File: config.mk
export PLATFORM = sky130hd
export DESIGN_NAME = fosr_host
export DESIGN_NICKNAME = d
export VERILOG_FILES = /design/src/fosr_pkg.sv /design/src/fosr_host.sv /design/src/fosr_sync.sv /design/src/fosr_cycle.sv
export SDC_FILE = /design/constraint.sdc
export NUM_CORES = 1
export LEC_CHECK = 0
export ABC_AREA = 0
export BUFFER_PORTS_ARGS = -buffer_cell sky130_fd_sc_hd__buf_2
export CORE_MARGIN = 1.5
export CORE_UTILIZATION = 62
export CTS_BUF_LIST = sky130_fd_sc_hd__clkbuf_8
export CTS_CLUSTER_DIAMETER = 120
export DETAILED_ROUTE_END_ITERATION = 8
export GPL_ROUTABILITY_DRIVEN = 0
export GPL_TIMING_DRIVEN = 0
export PLACE_DENSITY_LB_ADDON = 0.1
export REMOVE_ABC_BUFFERS = 1
export SLEW_MARGIN = 10
export SYNTH_ARGS = -nofsm -noshare
export SYNTH_HDL_FRONTEND = slang
export SYNTH_SLANG_ARGS = --single-unit
File: constraint.sdc
create_clock -name clk -period 5.6 [get_ports clk]
set_clock_uncertainty 0.05 [all_clocks]
set_input_delay 0.84 -clock clk [delete_from_list [all_inputs] [get_ports clk]]
set_output_delay 0.84 -clock clk [all_outputs]
set_load 0.05 [all_outputs]
File: src/fosr_pkg.sv
// constants, pin bundle and op codes for the flash status host controller
//
// Operation
// Host leaves identification mode with Reset; device returns to read or suspend.
// ID mode read at low address 0x02 reports protection of group on A[19:17].
// Polling bit reads inverted programmed bit while programming, true value after.
// Host polls for program status at the program address only.
// Program to protected sector shows polling for about 2 us, then array data.
// Erase polling bit reads 0 in erasing sector, 1 when done or suspended.
// All-protected erase keeps polling active about 100 us, then array read.
// Mixed erase selection erases only unprotected sectors, skips protected ones.
// After polling bit reaches final value, host reads once more for all bits.
// Toggle bit one changes per read during programming, stops when done.
// Program to protected sector toggles bit one about 2 us, then array reads.
// Toggle bit one alternates during erase, stops on completion or suspend.
// Toggle bit one valid after final write strobe; chip or output strobe reads.
// Open-drain ready/busy low while programming or erasing, high when ready.
// Timeout failure bit becomes 1 when program or erase exceeds limit.
// Erase timer bit reads 1 after 50 us window, meaningless for chip erase.
// Suspended-sector read: polling 1, toggle one still, fail 0, toggle two alternates.
// In suspend, reads outside erase sectors return array data, ready high.
// While suspended, host programs only sectors not marked for erasure.
// Host presents a valid address on every status read.
// Active sector erase: toggle two alternates, timer bit 1, ready/busy low.
// Toggle bit two changes per read inside sectors selected for erasure.
// After timeout failure bit sets, host issues Read/Reset command.
package fosr_pkg;
  // ==========================================================================
  // widths
  localparam int ADDR_W = 20;
  localparam int DQ_W = 8;
  // ==========================================================================
  // register offsets (byte addresses, one word each)
  localparam logic [7:0] REG_CMD = 8'h00;
  localparam logic [7:0] REG_ADDR = 8'h04;
  localparam logic [7:0] REG_WDATA = 8'h08;
  localparam logic [7:0] REG_STATUS = 8'h0c;
  localparam logic [7:0] REG_SUSP = 8'h10;
  // ==========================================================================
  // operation codes written to the command register
  localparam logic [2:0] OP_READ = 3'h0;
  localparam logic [2:0] OP_WRITE = 3'h1;
  localparam logic [2:0] OP_RESET = 3'h2;
  localparam logic [2:0] OP_PROT = 3'h3;
  localparam logic [2:0] OP_POLLPROG = 3'h4;
  localparam logic [2:0] OP_POLLERASE = 3'h5;
  localparam logic [2:0] OP_TOGGLE = 3'h6;
  // ==========================================================================
  // flash data values and status bit positions on the data bus
  localparam logic [7:0] CMD_RESET = 8'hf0;
  localparam logic [7:0] PROT_LOW = 8'h02;
  localparam int DQ_POLL = 7;
  localparam int DQ_TOG1 = 6;
  localparam int DQ_FAIL = 5;
  localparam int DQ_TIMER = 3;
  localparam int DQ_TOG2 = 2;
  // ==========================================================================
  // status and suspend register fields
  localparam int ST_BUSY = 0;
  localparam int ST_DONE = 1;
  localparam int ST_FAIL = 2;
  localparam int ST_REFUSED = 3;
  localparam int ST_READY = 4;
  localparam int ST_TIMER = 5;
  localparam int ST_TOG2 = 6;
  localparam int ST_SUSP = 7;
  localparam int ST_DATA = 8;
  localparam int SUSP_MASK = 16;
  // ==========================================================================
  // reset values
  localparam logic [19:0] ADDR_RST = 20'h00000;
  localparam logic [7:0] DATA_RST = 8'h00;
  localparam logic [15:0] MASK_RST = 16'h0000;
  // ==========================================================================
  // strobe timing in cycles
  localparam int CLK_NS = 50;
  localparam int T_ACC_NS = 70;
  localparam int T_WP_NS = 35;
  localparam int SYNC_STAGES = 2;
  localparam int ACC_CYC = (T_ACC_NS + CLK_NS - 1) / CLK_NS;
  localparam int RD_CYC = ACC_CYC + SYNC_STAGES;
  localparam int WP_RAW = (T_WP_NS + CLK_NS - 1) / CLK_NS;
  localparam int WP_CYC = (WP_RAW < 1) ? 1 : WP_RAW;
  // ==========================================================================
  // flash pins driven by the host
  typedef struct packed {
    logic ceN;
    logic weN;
    logic oeN;
    logic [19:0] addr;
    logic [7:0] dqOut;
    logic dqOe;
  } fosr_pins_t;
endpackage : fosr_pkg

File: src/fosr_host.sv
// host controller: AHB-Lite registers, flash cycles, status polling
//
// Register access over AHB-Lite and the placing of the registers were left to the implementer.
`timescale 1ns/1ps
module fosr_host (
  input wire logic clk,
  input wire logic rst_n,
  input wire logic hsel,
  input wire logic [31:0] haddr,
  input wire logic [1:0] htrans,
  input wire logic hwrite,
  input wire logic [2:0] hsize,
  input wire logic [31:0] hwdata,
  input wire logic hready,
  output logic hreadyout,
  output logic hresp,
  output logic [31:0] hrdata,
  output fosr_pkg::fosr_pins_t flashPins,
  input wire logic [7:0] dqIn,
  input wire logic ready_busy_n
);
  import fosr_pkg::*;
  typedef enum logic [2:0] {sIdle, sAccess, sConfirm, sCheck, sAbort} fosr_st_t;

  // ==========================================================================
  // declarations
  fosr_st_t state_r;
  logic [2:0] op_r;
  logic [19:0] addr_r;
  logic [7:0] wdata_r;
  logic [15:0] eraseMask_r;
  logic susp_r;
  logic done_r;
  logic fail_r;
  logic refused_r;
  logic timerBit_r;
  logic tog2_r;
  logic haveFirst_r;
  logic [7:0] prev_r;
  logic [7:0] last_r;
  logic wrPend_r;
  logic [7:0] wrAddr_r;
  logic cycStart_r;
  logic cycWrite_r;
  logic [19:0] cycAddr_r;
  logic [7:0] cycWdata_r;
  logic cycDone;
  logic [7:0] cycRdata;
  logic [7:0] dqSync;
  logic rdySync;
  logic busy;
  logic addrPhase;
  logic cmdWr;
  logic refuse;
  logic isPoll;
  logic expBit;
  logic [2:0] newOp;

  // ==========================================================================
  // pin synchronisers and the cycle engine
  fosr_sync #(.WIDTH(8)) u_dqSync (
    .clk(clk),
    .rst_n(rst_n),
    .din(dqIn),
    .dout(dqSync)
  );

  fosr_sync #(.WIDTH(1)) u_rdySync (
    .clk(clk),
    .rst_n(rst_n),
    .din(ready_busy_n),
    .dout(rdySync)
  );

  fosr_cycle u_cycle (
    .clk(clk),
    .rst_n(rst_n),
    .start(cycStart_r),
    .isWrite(cycWrite_r),
    .addr(cycAddr_r),
    .wdata(cycWdata_r),
    .dqSync(dqSync),
    .done(cycDone),
    .rdata(cycRdata),
    .pins(flashPins)
  );

  // ==========================================================================
  // decode helpers
  function automatic logic [31:0] regRead(input logic [7:0] a);
    logic [31:0] v;
    v = 32'h00000000;
    case (a)
      REG_CMD: v[2:0] = op_r;
      REG_ADDR: v[19:0] = addr_r;
      REG_WDATA: v[7:0] = wdata_r;
      REG_STATUS: begin
        v[ST_BUSY] = busy;
        v[ST_DONE] = done_r;
        v[ST_FAIL] = fail_r;
        v[ST_REFUSED] = refused_r;
        v[ST_READY] = rdySync; // ready/busy pin level, high when idle
        v[ST_TIMER] = timerBit_r;
        v[ST_TOG2] = tog2_r;
        v[ST_SUSP] = susp_r;
        v[ST_DATA +: 8] = last_r;
      end
      REG_SUSP: begin
        v[0] = susp_r;
        v[SUSP_MASK +: 16] = eraseMask_r;
      end
      default: v = 32'h00000000;
    endcase
    return v;
  endfunction : regRead

  assign busy = (state_r != sIdle);
  assign addrPhase = hsel && hready && htrans[1];
  assign newOp = hwdata[2:0];
  assign cmdWr = wrPend_r && (wrAddr_r == REG_CMD) && !busy;
  // program writes into sectors marked for erase are refused while suspended
  assign refuse = (newOp == OP_WRITE) && susp_r && eraseMask_r[addr_r[19:16]];
  assign isPoll = (op_r == OP_POLLPROG) || (op_r == OP_POLLERASE);
  // final polling value: programmed bit, or 1 for erase done or suspended
  assign expBit = (op_r == OP_POLLPROG) ? wdata_r[DQ_POLL] : 1'b1;
  assign hreadyout = 1'b1;
  assign hresp = 1'b0;

  // ==========================================================================
  // AHB-Lite slave: address phase capture and read data
  always_ff @(posedge clk or negedge rst_n) begin
    if (!rst_n) begin
      wrPend_r <= 1'b0;
      wrAddr_r <= 8'h00;
      hrdata <= 32'h00000000;
    end else begin
      wrPend_r <= addrPhase && hwrite;
      if (addrPhase) begin
        wrAddr_r <= haddr[7:0];
      end
      if (addrPhase && !hwrite) begin
        hrdata <= regRead(haddr[7:0]);
      end
    end
  end

  // ==========================================================================
  // software registers, frozen while an operation runs
  always_ff @(posedge clk or negedge rst_n) begin
    if (!rst_n) begin
      addr_r <= ADDR_RST;
      wdata_r <= DATA_RST;
      eraseMask_r <= MASK_RST;
      susp_r <= 1'b0;
    end else if (wrPend_r && !busy) begin
      case (wrAddr_r)
        REG_ADDR: addr_r <= hwdata[19:0];
        REG_WDATA: wdata_r <= hwdata[7:0];
        REG_SUSP: begin
          susp_r <= hwdata[0];
          eraseMask_r <= hwdata[SUSP_MASK +: 16];
        end
        default: addr_r <= addr_r;
      endcase
    end
  end

  // ==========================================================================
  // operation sequencer
  always_ff @(posedge clk or negedge rst_n) begin
    if (!rst_n) begin
      state_r <= sIdle;
      op_r <= OP_READ;
      done_r <= 1'b0;
      fail_r <= 1'b0;
      refused_r <= 1'b0;
      timerBit_r <= 1'b0;
      tog2_r <= 1'b0;
      haveFirst_r <= 1'b0;
      prev_r <= 8'h00;
      last_r <= 8'h00;
      cycStart_r <= 1'b0;
      cycWrite_r <= 1'b0;
      cycAddr_r <= ADDR_RST;
      cycWdata_r <= DATA_RST;
    end else begin
      cycStart_r <= 1'b0;
      if (cycDone) begin
        prev_r <= cycRdata;
        timerBit_r <= cycRdata[DQ_TIMER]; // erase window expired, erasing now
        if (haveFirst_r) begin
          tog2_r <= cycRdata[DQ_TOG2] ^ prev_r[DQ_TOG2]; // sector selected for erase
        end
      end
      case (state_r)
        sIdle: begin
          if (cmdWr) begin
            op_r <= newOp;
            done_r <= 1'b0;
            fail_r <= 1'b0;
            refused_r <= refuse;
            haveFirst_r <= 1'b0;
            tog2_r <= 1'b0;
            if (!refuse) begin
              state_r <= sAccess;
              cycStart_r <= 1'b1;
              cycWrite_r <= (newOp == OP_WRITE) || (newOp == OP_RESET);
              cycWdata_r <= (newOp == OP_RESET) ? CMD_RESET : wdata_r; // leaves ID mode
              // group number on top bits, low byte selects protection code
              cycAddr_r <= (newOp == OP_PROT) ? {addr_r[19:17], 9'h000, PROT_LOW} : addr_r;
            end
          end
        end
        sAccess: begin
          if (cycDone) begin
            if (isPoll) begin
              // polls stay at the program or erase address
              cycStart_r <= 1'b1;
              if (cycRdata[DQ_POLL] == expBit) begin
                state_r <= sConfirm; // one more read for all eight bits
              end else if (cycRdata[DQ_FAIL]) begin
                state_r <= sCheck; // timeout bit seen, recheck polling bit
              end
            end else if (op_r == OP_TOGGLE) begin
              haveFirst_r <= 1'b1;
              if (haveFirst_r && (cycRdata[DQ_TOG1] == prev_r[DQ_TOG1])) begin
                // toggling stopped: done, suspended, or protected target timed out
                state_r <= sIdle;
                done_r <= 1'b1;
                last_r <= cycRdata;
              end else begin
                cycStart_r <= 1'b1;
                if (haveFirst_r && cycRdata[DQ_FAIL]) begin
                  state_r <= sCheck;
                end
              end
            end else begin
              state_r <= sIdle;
              done_r <= 1'b1;
              last_r <= cycRdata;
            end
          end
        end
        sCheck: begin
          if (cycDone) begin
            if (isPoll ? (cycRdata[DQ_POLL] == expBit) : (cycRdata[DQ_TOG1] == prev_r[DQ_TOG1])) begin
              state_r <= isPoll ? sConfirm : sIdle;
              cycStart_r <= isPoll;
              done_r <= !isPoll;
              last_r <= cycRdata;
            end else begin
              // failed: bring the device back to read mode
              state_r <= sAbort;
              fail_r <= 1'b1;
              last_r <= cycRdata;
              cycStart_r <= 1'b1;
              cycWrite_r <= 1'b1;
              cycWdata_r <= CMD_RESET;
            end
          end
        end
        sConfirm: begin
          if (cycDone) begin
            state_r <= sIdle;
            done_r <= 1'b1;
            last_r <= cycRdata;
          end
        end
        sAbort: begin
          if (cycDone) begin
            state_r <= sIdle;
            done_r <= 1'b1;
          end
        end
        default: state_r <= sIdle;
      endcase
    end
  end

  // ==========================================================================
  // checks
  start_busy_a: assert property (@(posedge clk) disable iff (!rst_n) cmdWr && !refuse |=> busy && cycStart_r)
    else $error("accepted command did not start");
  refuse_susp_a: assert property (@(posedge clk) disable iff (!rst_n) cmdWr && refuse |=> refused_r && !busy)
    else $error("write to suspended erase sector not refused");
  confirm_read_a: assert property (@(posedge clk) disable iff (!rst_n)
    state_r == sAccess && cycDone && isPoll && cycRdata[DQ_POLL] == expBit |=> state_r == sConfirm && cycStart_r && !cycWrite_r)
    else $error("no confirming read after polling bit settled");
  abort_reset_a: assert property (@(posedge clk) disable iff (!rst_n)
    state_r == sCheck && cycDone && isPoll && cycRdata[DQ_POLL] != expBit |=> fail_r && cycWrite_r && cycWdata_r == CMD_RESET)
    else $error("failure not followed by reset command");
  prot_addr_a: assert property (@(posedge clk) disable iff (!rst_n)
    cmdWr && newOp == OP_PROT |=> cycAddr_r[7:0] == PROT_LOW && cycAddr_r[19:17] == $past(addr_r[19:17]))
    else $error("protection read address wrong");
  confirm_done_a: assert property (@(posedge clk) disable iff (!rst_n)
    state_r == sConfirm && cycDone |=> !busy && done_r && last_r == $past(cycRdata))
    else $error("confirm read did not finish operation");
endmodule : fosr_host

File: src/fosr_sync.sv
// two flip-flop synchroniser for pin inputs
`timescale 1ns/1ps
module fosr_sync #(
  parameter int WIDTH = 8
) (
  input wire logic clk,
  input wire logic rst_n,
  input wire logic [WIDTH-1:0] din,
  output logic [WIDTH-1:0] dout
);
  import fosr_pkg::*;
  logic [WIDTH-1:0] stage1_r;

  // first stage feeds only the second
  always_ff @(posedge clk or negedge rst_n) begin
    if (!rst_n) begin
      stage1_r <= '0;
      dout <= '0;
    end else begin
      stage1_r <= din;
      dout <= stage1_r;
    end
  end
endmodule : fosr_sync

File: src/fosr_cycle.sv
// one flash bus cycle: read or write with chip, output and write strobes
`timescale 1ns/1ps
module fosr_cycle (
  input wire logic clk,
  input wire logic rst_n,
  input wire logic start,
  input wire logic isWrite,
  input wire logic [19:0] addr,
  input wire logic [7:0] wdata,
  input wire logic [7:0] dqSync,
  output logic done,
  output logic [7:0] rdata,
  output fosr_pkg::fosr_pins_t pins
);
  import fosr_pkg::*;
  typedef enum logic [1:0] {cIdle, cSetup, cStrobe, cHold} fosr_cst_t;
  fosr_cst_t state_r;
  logic write_r;
  logic [2:0] cnt_r;

  // strobe sequencer
  always_ff @(posedge clk or negedge rst_n) begin
    if (!rst_n) begin
      state_r <= cIdle;
      write_r <= 1'b0;
      cnt_r <= 3'h0;
      done <= 1'b0;
      rdata <= 8'h00;
      pins <= '{ceN: 1'b1, weN: 1'b1, oeN: 1'b1, addr: 20'h00000, dqOut: 8'h00, dqOe: 1'b0};
    end else begin
      done <= 1'b0;
      case (state_r)
        cIdle: begin
          if (start) begin
            write_r <= isWrite;
            pins.ceN <= 1'b0;
            pins.addr <= addr; // address set with chip strobe, stable before output or write strobe
            pins.dqOut <= wdata;
            pins.dqOe <= isWrite;
            state_r <= cSetup;
          end
        end
        cSetup: begin
          if (write_r) begin
            pins.weN <= 1'b0;
            cnt_r <= 3'(WP_CYC - 1);
          end else begin
            pins.oeN <= 1'b0; // output strobe drives the status read
            cnt_r <= 3'(RD_CYC - 1);
          end
          state_r <= cStrobe;
        end
        cStrobe: begin
          if (cnt_r == 3'h0) begin
            pins.weN <= 1'b1;
            pins.oeN <= 1'b1;
            if (!write_r) begin
              rdata <= dqSync;
            end
            state_r <= cHold;
          end else begin
            cnt_r <= cnt_r - 3'h1;
          end
        end
        cHold: begin
          pins.ceN <= 1'b1;
          pins.dqOe <= 1'b0;
          done <= 1'b1;
          state_r <= cIdle;
        end
        default: state_r <= cIdle;
      endcase
    end
  end

  strobe_exclusive_a: assert property (@(posedge clk) disable iff (!rst_n) !(!pins.oeN && !pins.weN))
    else $error("output and write strobes low together");
  no_contention_a: assert property (@(posedge clk) disable iff (!rst_n) pins.dqOe |-> pins.oeN)
    else $error("host drives data while output strobe low");
  read_width_a: assert property (@(posedge clk) disable iff (!rst_n) $fell(pins.oeN) |-> !pins.oeN[*4] ##1 pins.oeN)
    else $error("read strobe not four cycles");
  write_width_a: assert property (@(posedge clk) disable iff (!rst_n) $fell(pins.weN) |=> pins.weN && pins.dqOe)
    else $error("write strobe width or data hold wrong");
  done_pulse_a: assert property (@(posedge clk) disable iff (!rst_n) done |=> !done && pins.ceN)
    else $error("done not a single pulse");
endmodule : fosr_cycle

; Word-level counts from Yosys, hierarchy flattened
; Index checks and enable logic that the tools add are counted.
[op_classes]
add_sub_neg = 1
n_lt_le_gt_ge = 1
muxes = 83
n_bitwise = 3
n_reduce_logical = 48
eq_ne = 40
[op_table]
columns = operator, n
row1 = $mux 8, 10
row2 = $pmux 8 s2, 3
row3 = $mux 3, 13
row4 = $mux 1, 35
row5 = $eq 8x4->1 const B, 3
row6 = $ne 2x2->1 const B, 9
row7 = $mux 17, 1
row8 = $eq 8x3->1 const B, 2
row9 = $eq 8x5->1 const B, 2
row10 = $logic_not 8->1, 2
row11 = $pmux 2 s4, 2
row12 = $reduce_and 2->1, 8
row13 = $pmux 5 s3, 1
row14 = $reduce_and 5->1, 3
row15 = $eq 3x2->1 const B, 4
row16 = $eq 3x3->1 const B, 4
row17 = $mux 12, 1
row18 = $ne 2x1->1 const B, 6
row19 = $pmux 3 s4, 1
row20 = $reduce_and 3->1, 4
row21 = $logic_and 1x1->1, 11
row22 = $pmux 1 s2, 5
row23 = $reduce_bool 2->1, 5
row24 = $mux 2, 4
row25 = other kinds (28), 37
[word_totals]
ff_bits = 208
out_inout_bits = 66
word_cells = 212

; Longest topological paths before layout
[depth]
depth_word = 7
depth_mapped = 9

; By module
; A second synthesis with hierarchy kept.
[hier_totals]
cells_unflattened = 678
area_unflattened_um2 = 8569.5
[by_module_without_submodules]
columns = module, n_inst, cells_each, seq_area_each_um2, area_each_um2
row1 = fosr_host, 1, 529, 3453.3, 6163.4
row2 = fosr_cycle, 1, 131, 1179.9, 1955.6
row3 = fosr_sync at u_dqSync, 1, 16, 400.4, 400.4
row4 = fosr_sync at u_rdySync, 1, 2, 50.0, 50.0

; Least setup slack after synthesis
; OpenSTA, ideal clock, no wires.
[synth_path]
path_type = input to register
startpoint = input hwdata[1]
endpoint = register cycAddr_r[18]
cell_stages = 7
required_ps = 5425
slack_ps = 3030
setup_time_ps = 125
arrival_time_ps = 2395
path_cell_list = clkbuf_1 nor4bb_1 o311ai_0 o22a_1 nand2_1 buf_2 mux2_2
[synth_between]
elab_chain_len = 5
[synth_lines]
columns = item, line_no
row1 = start: declaration, fosr_host.sv:13  ; input wire logic [31:0] hwdata,
row2 = $eq 3x1->1, fosr_host.sv:122  ; assign refuse = (newOp == OP_WRITE) && susp_r && eraseMask_r[addr_r[19:16]];
row3 = $logic_and 1x1->1 (2 in series), fosr_host.sv:122
row4 = $not 1->1 (no source line), --
row5 = $reduce_and 3->1 (no source line), --
row6 = end signal: assignment, fosr_host.sv:210  ; cycAddr_r <= (newOp == OP_PROT) ? {addr_r[19:17], 9'h000, PROT_LOW} : addr_r;
row7 = end: declaration, fosr_host.sv:45  ; logic [19:0] cycAddr_r;
; Every way passes these cells.
; A chain may end at the register's enable or synchronous reset.

; Final worst setup path
[layout_path]
startpoint = register addr_r[18]
endpoint = register cycWdata_r[5]
[layout_between]
elab_chain_len = 5
[layout_lines]
columns = item, line_no
row1 = start: declaration, fosr_host.sv:29  ; logic [19:0] addr_r;
row2 = start signal: assignment, fosr_host.sv:157  ; REG_ADDR: addr_r <= hwdata[19:0];
row3 = start signal: assignment, fosr_host.sv:163  ; default: addr_r <= addr_r;
row4 = $bmux 1 s4, fosr_host.sv:122
row5 = $mux 1 (not written as such), fosr_host.sv:122
row6 = $logic_and 1x1->1, fosr_host.sv:122
row7 = $ne 2x2->1 (no source line), --
row8 = $reduce_and 5->1 (no source line), --
row9 = end signal: assignment, fosr_host.sv:208  ; cycWdata_r <= (newOp == OP_RESET) ? CMD_RESET : wdata_r;
row10 = end: declaration, fosr_host.sv:46  ; logic [7:0] cycWdata_r;
; Every way passes these cells. The select of a mux whose other input is x is not followed.

==> flow_summary.json <==
{
  "avgViaCountPerCell": 5.777,
  "clockBufferDepth": 3,
  "antenna_found_initial": 0,
  "power_density_mw_per_mm2": 331.3,
  "rsz0062_at_grt": "no",
  "slowest_stage": "dfrtp_1",
  "postSynthCellCount": 701,
  "ys_async_sr_fraction": 1.000,
  "area_growth_pct": 15.30,
  "port_buffers": 118,
  "die-width_um": 120.5,
  "cts_hold_buffers": 0,
  "critPathMaxStageDelay_ps": 570,
  "synth_top_area_cell": "dfrtp_1",
  "relSlewSlack": 0.2095,
  "synth_mux_area_frac": 0.1768,
  "diodes": 0,
  "path_class": "reg -> reg",
  "clock_latency_ps": 560,
  "wl_per_cell_um": 17.81,
  "synth_flop_cell": "dfrtp_1",
  "cp_max_fo": 17,
  "synth_warnings": 0,
  "synth_top_family_by_area": "multiplexers",
  "fin_tns_setup_ps": 0,
  "finalMaxSlewViolations": 0,
  "post-route-min-period_ps": 2987,
  "tritoncts": "yes",
  "clk_pin_slew_worst_paths_ps": 60,
  "fin_nets": 908,
  "synthXorXnorAreaFrac": 0.004092,
  "worst_pin_slew_ps": 1181,
  "synth-simple-area-share": 0.09703,
  "first_pass_iters": 5,
  "hold_slack_ps": 235.3,
  "ys_top_cells_by_area": "dfrtp_1 58%, mux2_2 14%, o21ai_0 4.3%, nand2_1 4.0%, mux2i_1 2.3%",
  "rr_worst_depth": 5,
  "hold_viol": 0,
  "grt-ovfl-total": 0,
  "worstPathRequired_ps": 5980,
  "synthTopCellsByCount": "200 x dfrtp_1, 110 x mux2_2, 92 x nand2_1",
  "cts_made_buffers": 31,
  "grt_max_degree": 111,
  "power_mw": 3.271,
  "std_cell_rows": 42,
  "status": "finished clean",
  "drive_gt1_frac": 0.3492,
  "cap_violations": 0,
  "num-fill-cells": 944,
  "first_global_vias": 5968,
  "die_h_um": 120.5,
  "seq_area_frac_synth": 0.5937,
  "clock-root-buffer": "clkbuf_8",
  "cts_resized": 0,
  "cp-end-kind": "flop",
  "die-area_mm2": 0.01452,
  "synth-edff-count": 0,
  "drt_wl_total_mm": 18.08,
  "fin_crit_sh": 0.5333,
  "synth.most_common_cell": "dfrtp_1",
  "synth_fa_ha_area_frac": 0.008768,
  "grt_usage": 0.2582,
  "ys_ff_latch": 203,
  "post_cts_buffers": 0,
  "dp_hpwl_mm": 12.19,
  "synth_top_area_share": 0.5845,
  "htree_levels": 1,
  "ys_types": 59,
  "clock-sinks": 203,
  "boundaryPins": 149,
  "max_freq_ghz": 0.3348,
  "synth_area_mm2": 0.008562,
  "via_count": 5864,
  "cp_cell_sequence": "mux2_2, o311ai_0, o22ai_2, a21oi_4, mux2_4",
  "drc": 0,
  "power_leakage_nw": 4.855,
  "grt_pass1_wl_mm": 29.57,
  "cp.arrival_ps": 3370,
  "startpoint_type": "flop",
  "synth_compound_area_frac": 0.09455,
  "hp-class": "in -> async",
  "core-area_mm2": 0.01335,
  "initial_core_util": 0.6415,
  "setup_viol": 0,
  "antenna_left": 0,
  "syn_area_per_cell_um2": 12.21,
  "worst_ir_drop_vdd_v": 0.0001995,
  "dr.first_iter.drc_count": 355
}
==> worst paths after layout <==
| kind | startpoint | end | slack, ps |
|---|---|---|---|
| worst max register to register | addr_r[18]$_DFFE_PN0P_ | cycWdata_r[5]$_DFFE_PN0P_ | 2610 |
| max in group asynchronous | rst_n | addr_r[18]$_DFFE_PN0P_ | 4310 |
| worst max-delay path | addr_r[18]$_DFFE_PN0P_ | cycWdata_r[5]$_DFFE_PN0P_ | 2610 |
| worst min-delay path | rst_n | u_cycle.cnt_r[0]$_DFFE_PN0P_ | 240 |
| min in group clk | u_dqSync.stage1_r[2]$_DFF_PN0_ | u_dqSync.dout[2]$_DFF_PN0_ | 300 |
| worst min register to register | u_dqSync.stage1_r[2]$_DFF_PN0_ | u_dqSync.dout[2]$_DFF_PN0_ | 300 |
==> per-layer routing <==
metal,wire length (µm),track usage
met1,7931,0.3562
met2,8753,0.4240
met3,1024,0.04151
met4,371,0.08456
met5,0,0
==> worst max-delay path, delay by kind of cell (launching register included) <==
family	cells	cell delay, ps
AO/OA/AOI/OAI	3	1500
flip-flops	1	570
multiplexers	2	750
==> report_power, final <==
group,total (mW),switching [mW],internal (mW)
combinational,0.469,0.278,0.191
sequential,1.66,0.0934,1.57
clock,1.14,0.533,0.605
total,3.27,0.905,2.37
==> cell usage in the layout, fill, tap and decap left out, types with 4 or more instances in the layout <==
| cell type | count |
|---|---|
| xnor2_1 | 4 |
| mux2_2 | 110 |
| o21ai_0 | 73 |
| nor2_1 | 29 |
| nand3b_1 | 6 |
| o31ai_1 | 9 |
| nor2b_1 | 9 |
| mux2_4 | 5 |
| nand2_1 | 91 |
| mux2i_1 | 20 |
| or3_1 | 5 |
| ha_1 | 6 |
| inv_1 | 26 |
| a21oi_1 | 11 |
| dfrtp_1 | 200 |
| nand3_1 | 4 |
| nand2b_1 | 5 |
| a22oi_1 | 7 |
| buf_2 | 117 |
| clkbuf_8 | 38 |
| a221oi_1 | 5 |
==> state kept, by name (all words and copies together), names as in the netlist, 8 cells and up <==
name               flops
hrdata                32
u_cycle.pins          32
addr_r                20
cycAddr_r             20
eraseMask_r           16
cycWdata_r             8
last_r                 8
u_cycle.rdata          8
u_dqSync.dout          8
u_dqSync.stage1_r      8
wdata_r                8
wrAddr_r               8
==> logic make-up after synthesis <==
family                   count (synthesis)
multiplexers                           135
buffers and inverters                   49
AND/OR/NAND/NOR                        172
XOR/XNOR                                 4
flip-flops                             203
adder cells (fa/ha/maj)                  6
other                                    2
AO/OA/AOI/OAI                          130
==> metrics by stage <==
stage	setup WS, ps	instance area [µm²]	cells	util
finish	2613	9872	1015	0.7396
global route	2460	9872	1015	0.7396
CTS	2613	9869	1015	0.7394
detailed placement	2060	9286	962	0.6957
global placement	508.2	9219	960	0.6907
floorplan	3079	8408	666	-
==> layout make-up <==
class / count / area (µm²) / share of cell area
Sequential cell: 203 / 5084 / 0.5150
Tap cell: 176 / 220.2 / 0.02231
Timing Repair Buffer: 120 / 655.6 / 0.06641
Clock buffer: 38 / 523.0 / 0.05298
Clock inverter: 15 / 60.06 / 0.006084
Inverter: 14 / 52.55 / 0.005323
Multi-Input combinational cell: 449 / 3277 / 0.3319
(Power assumes the default switching activity.)
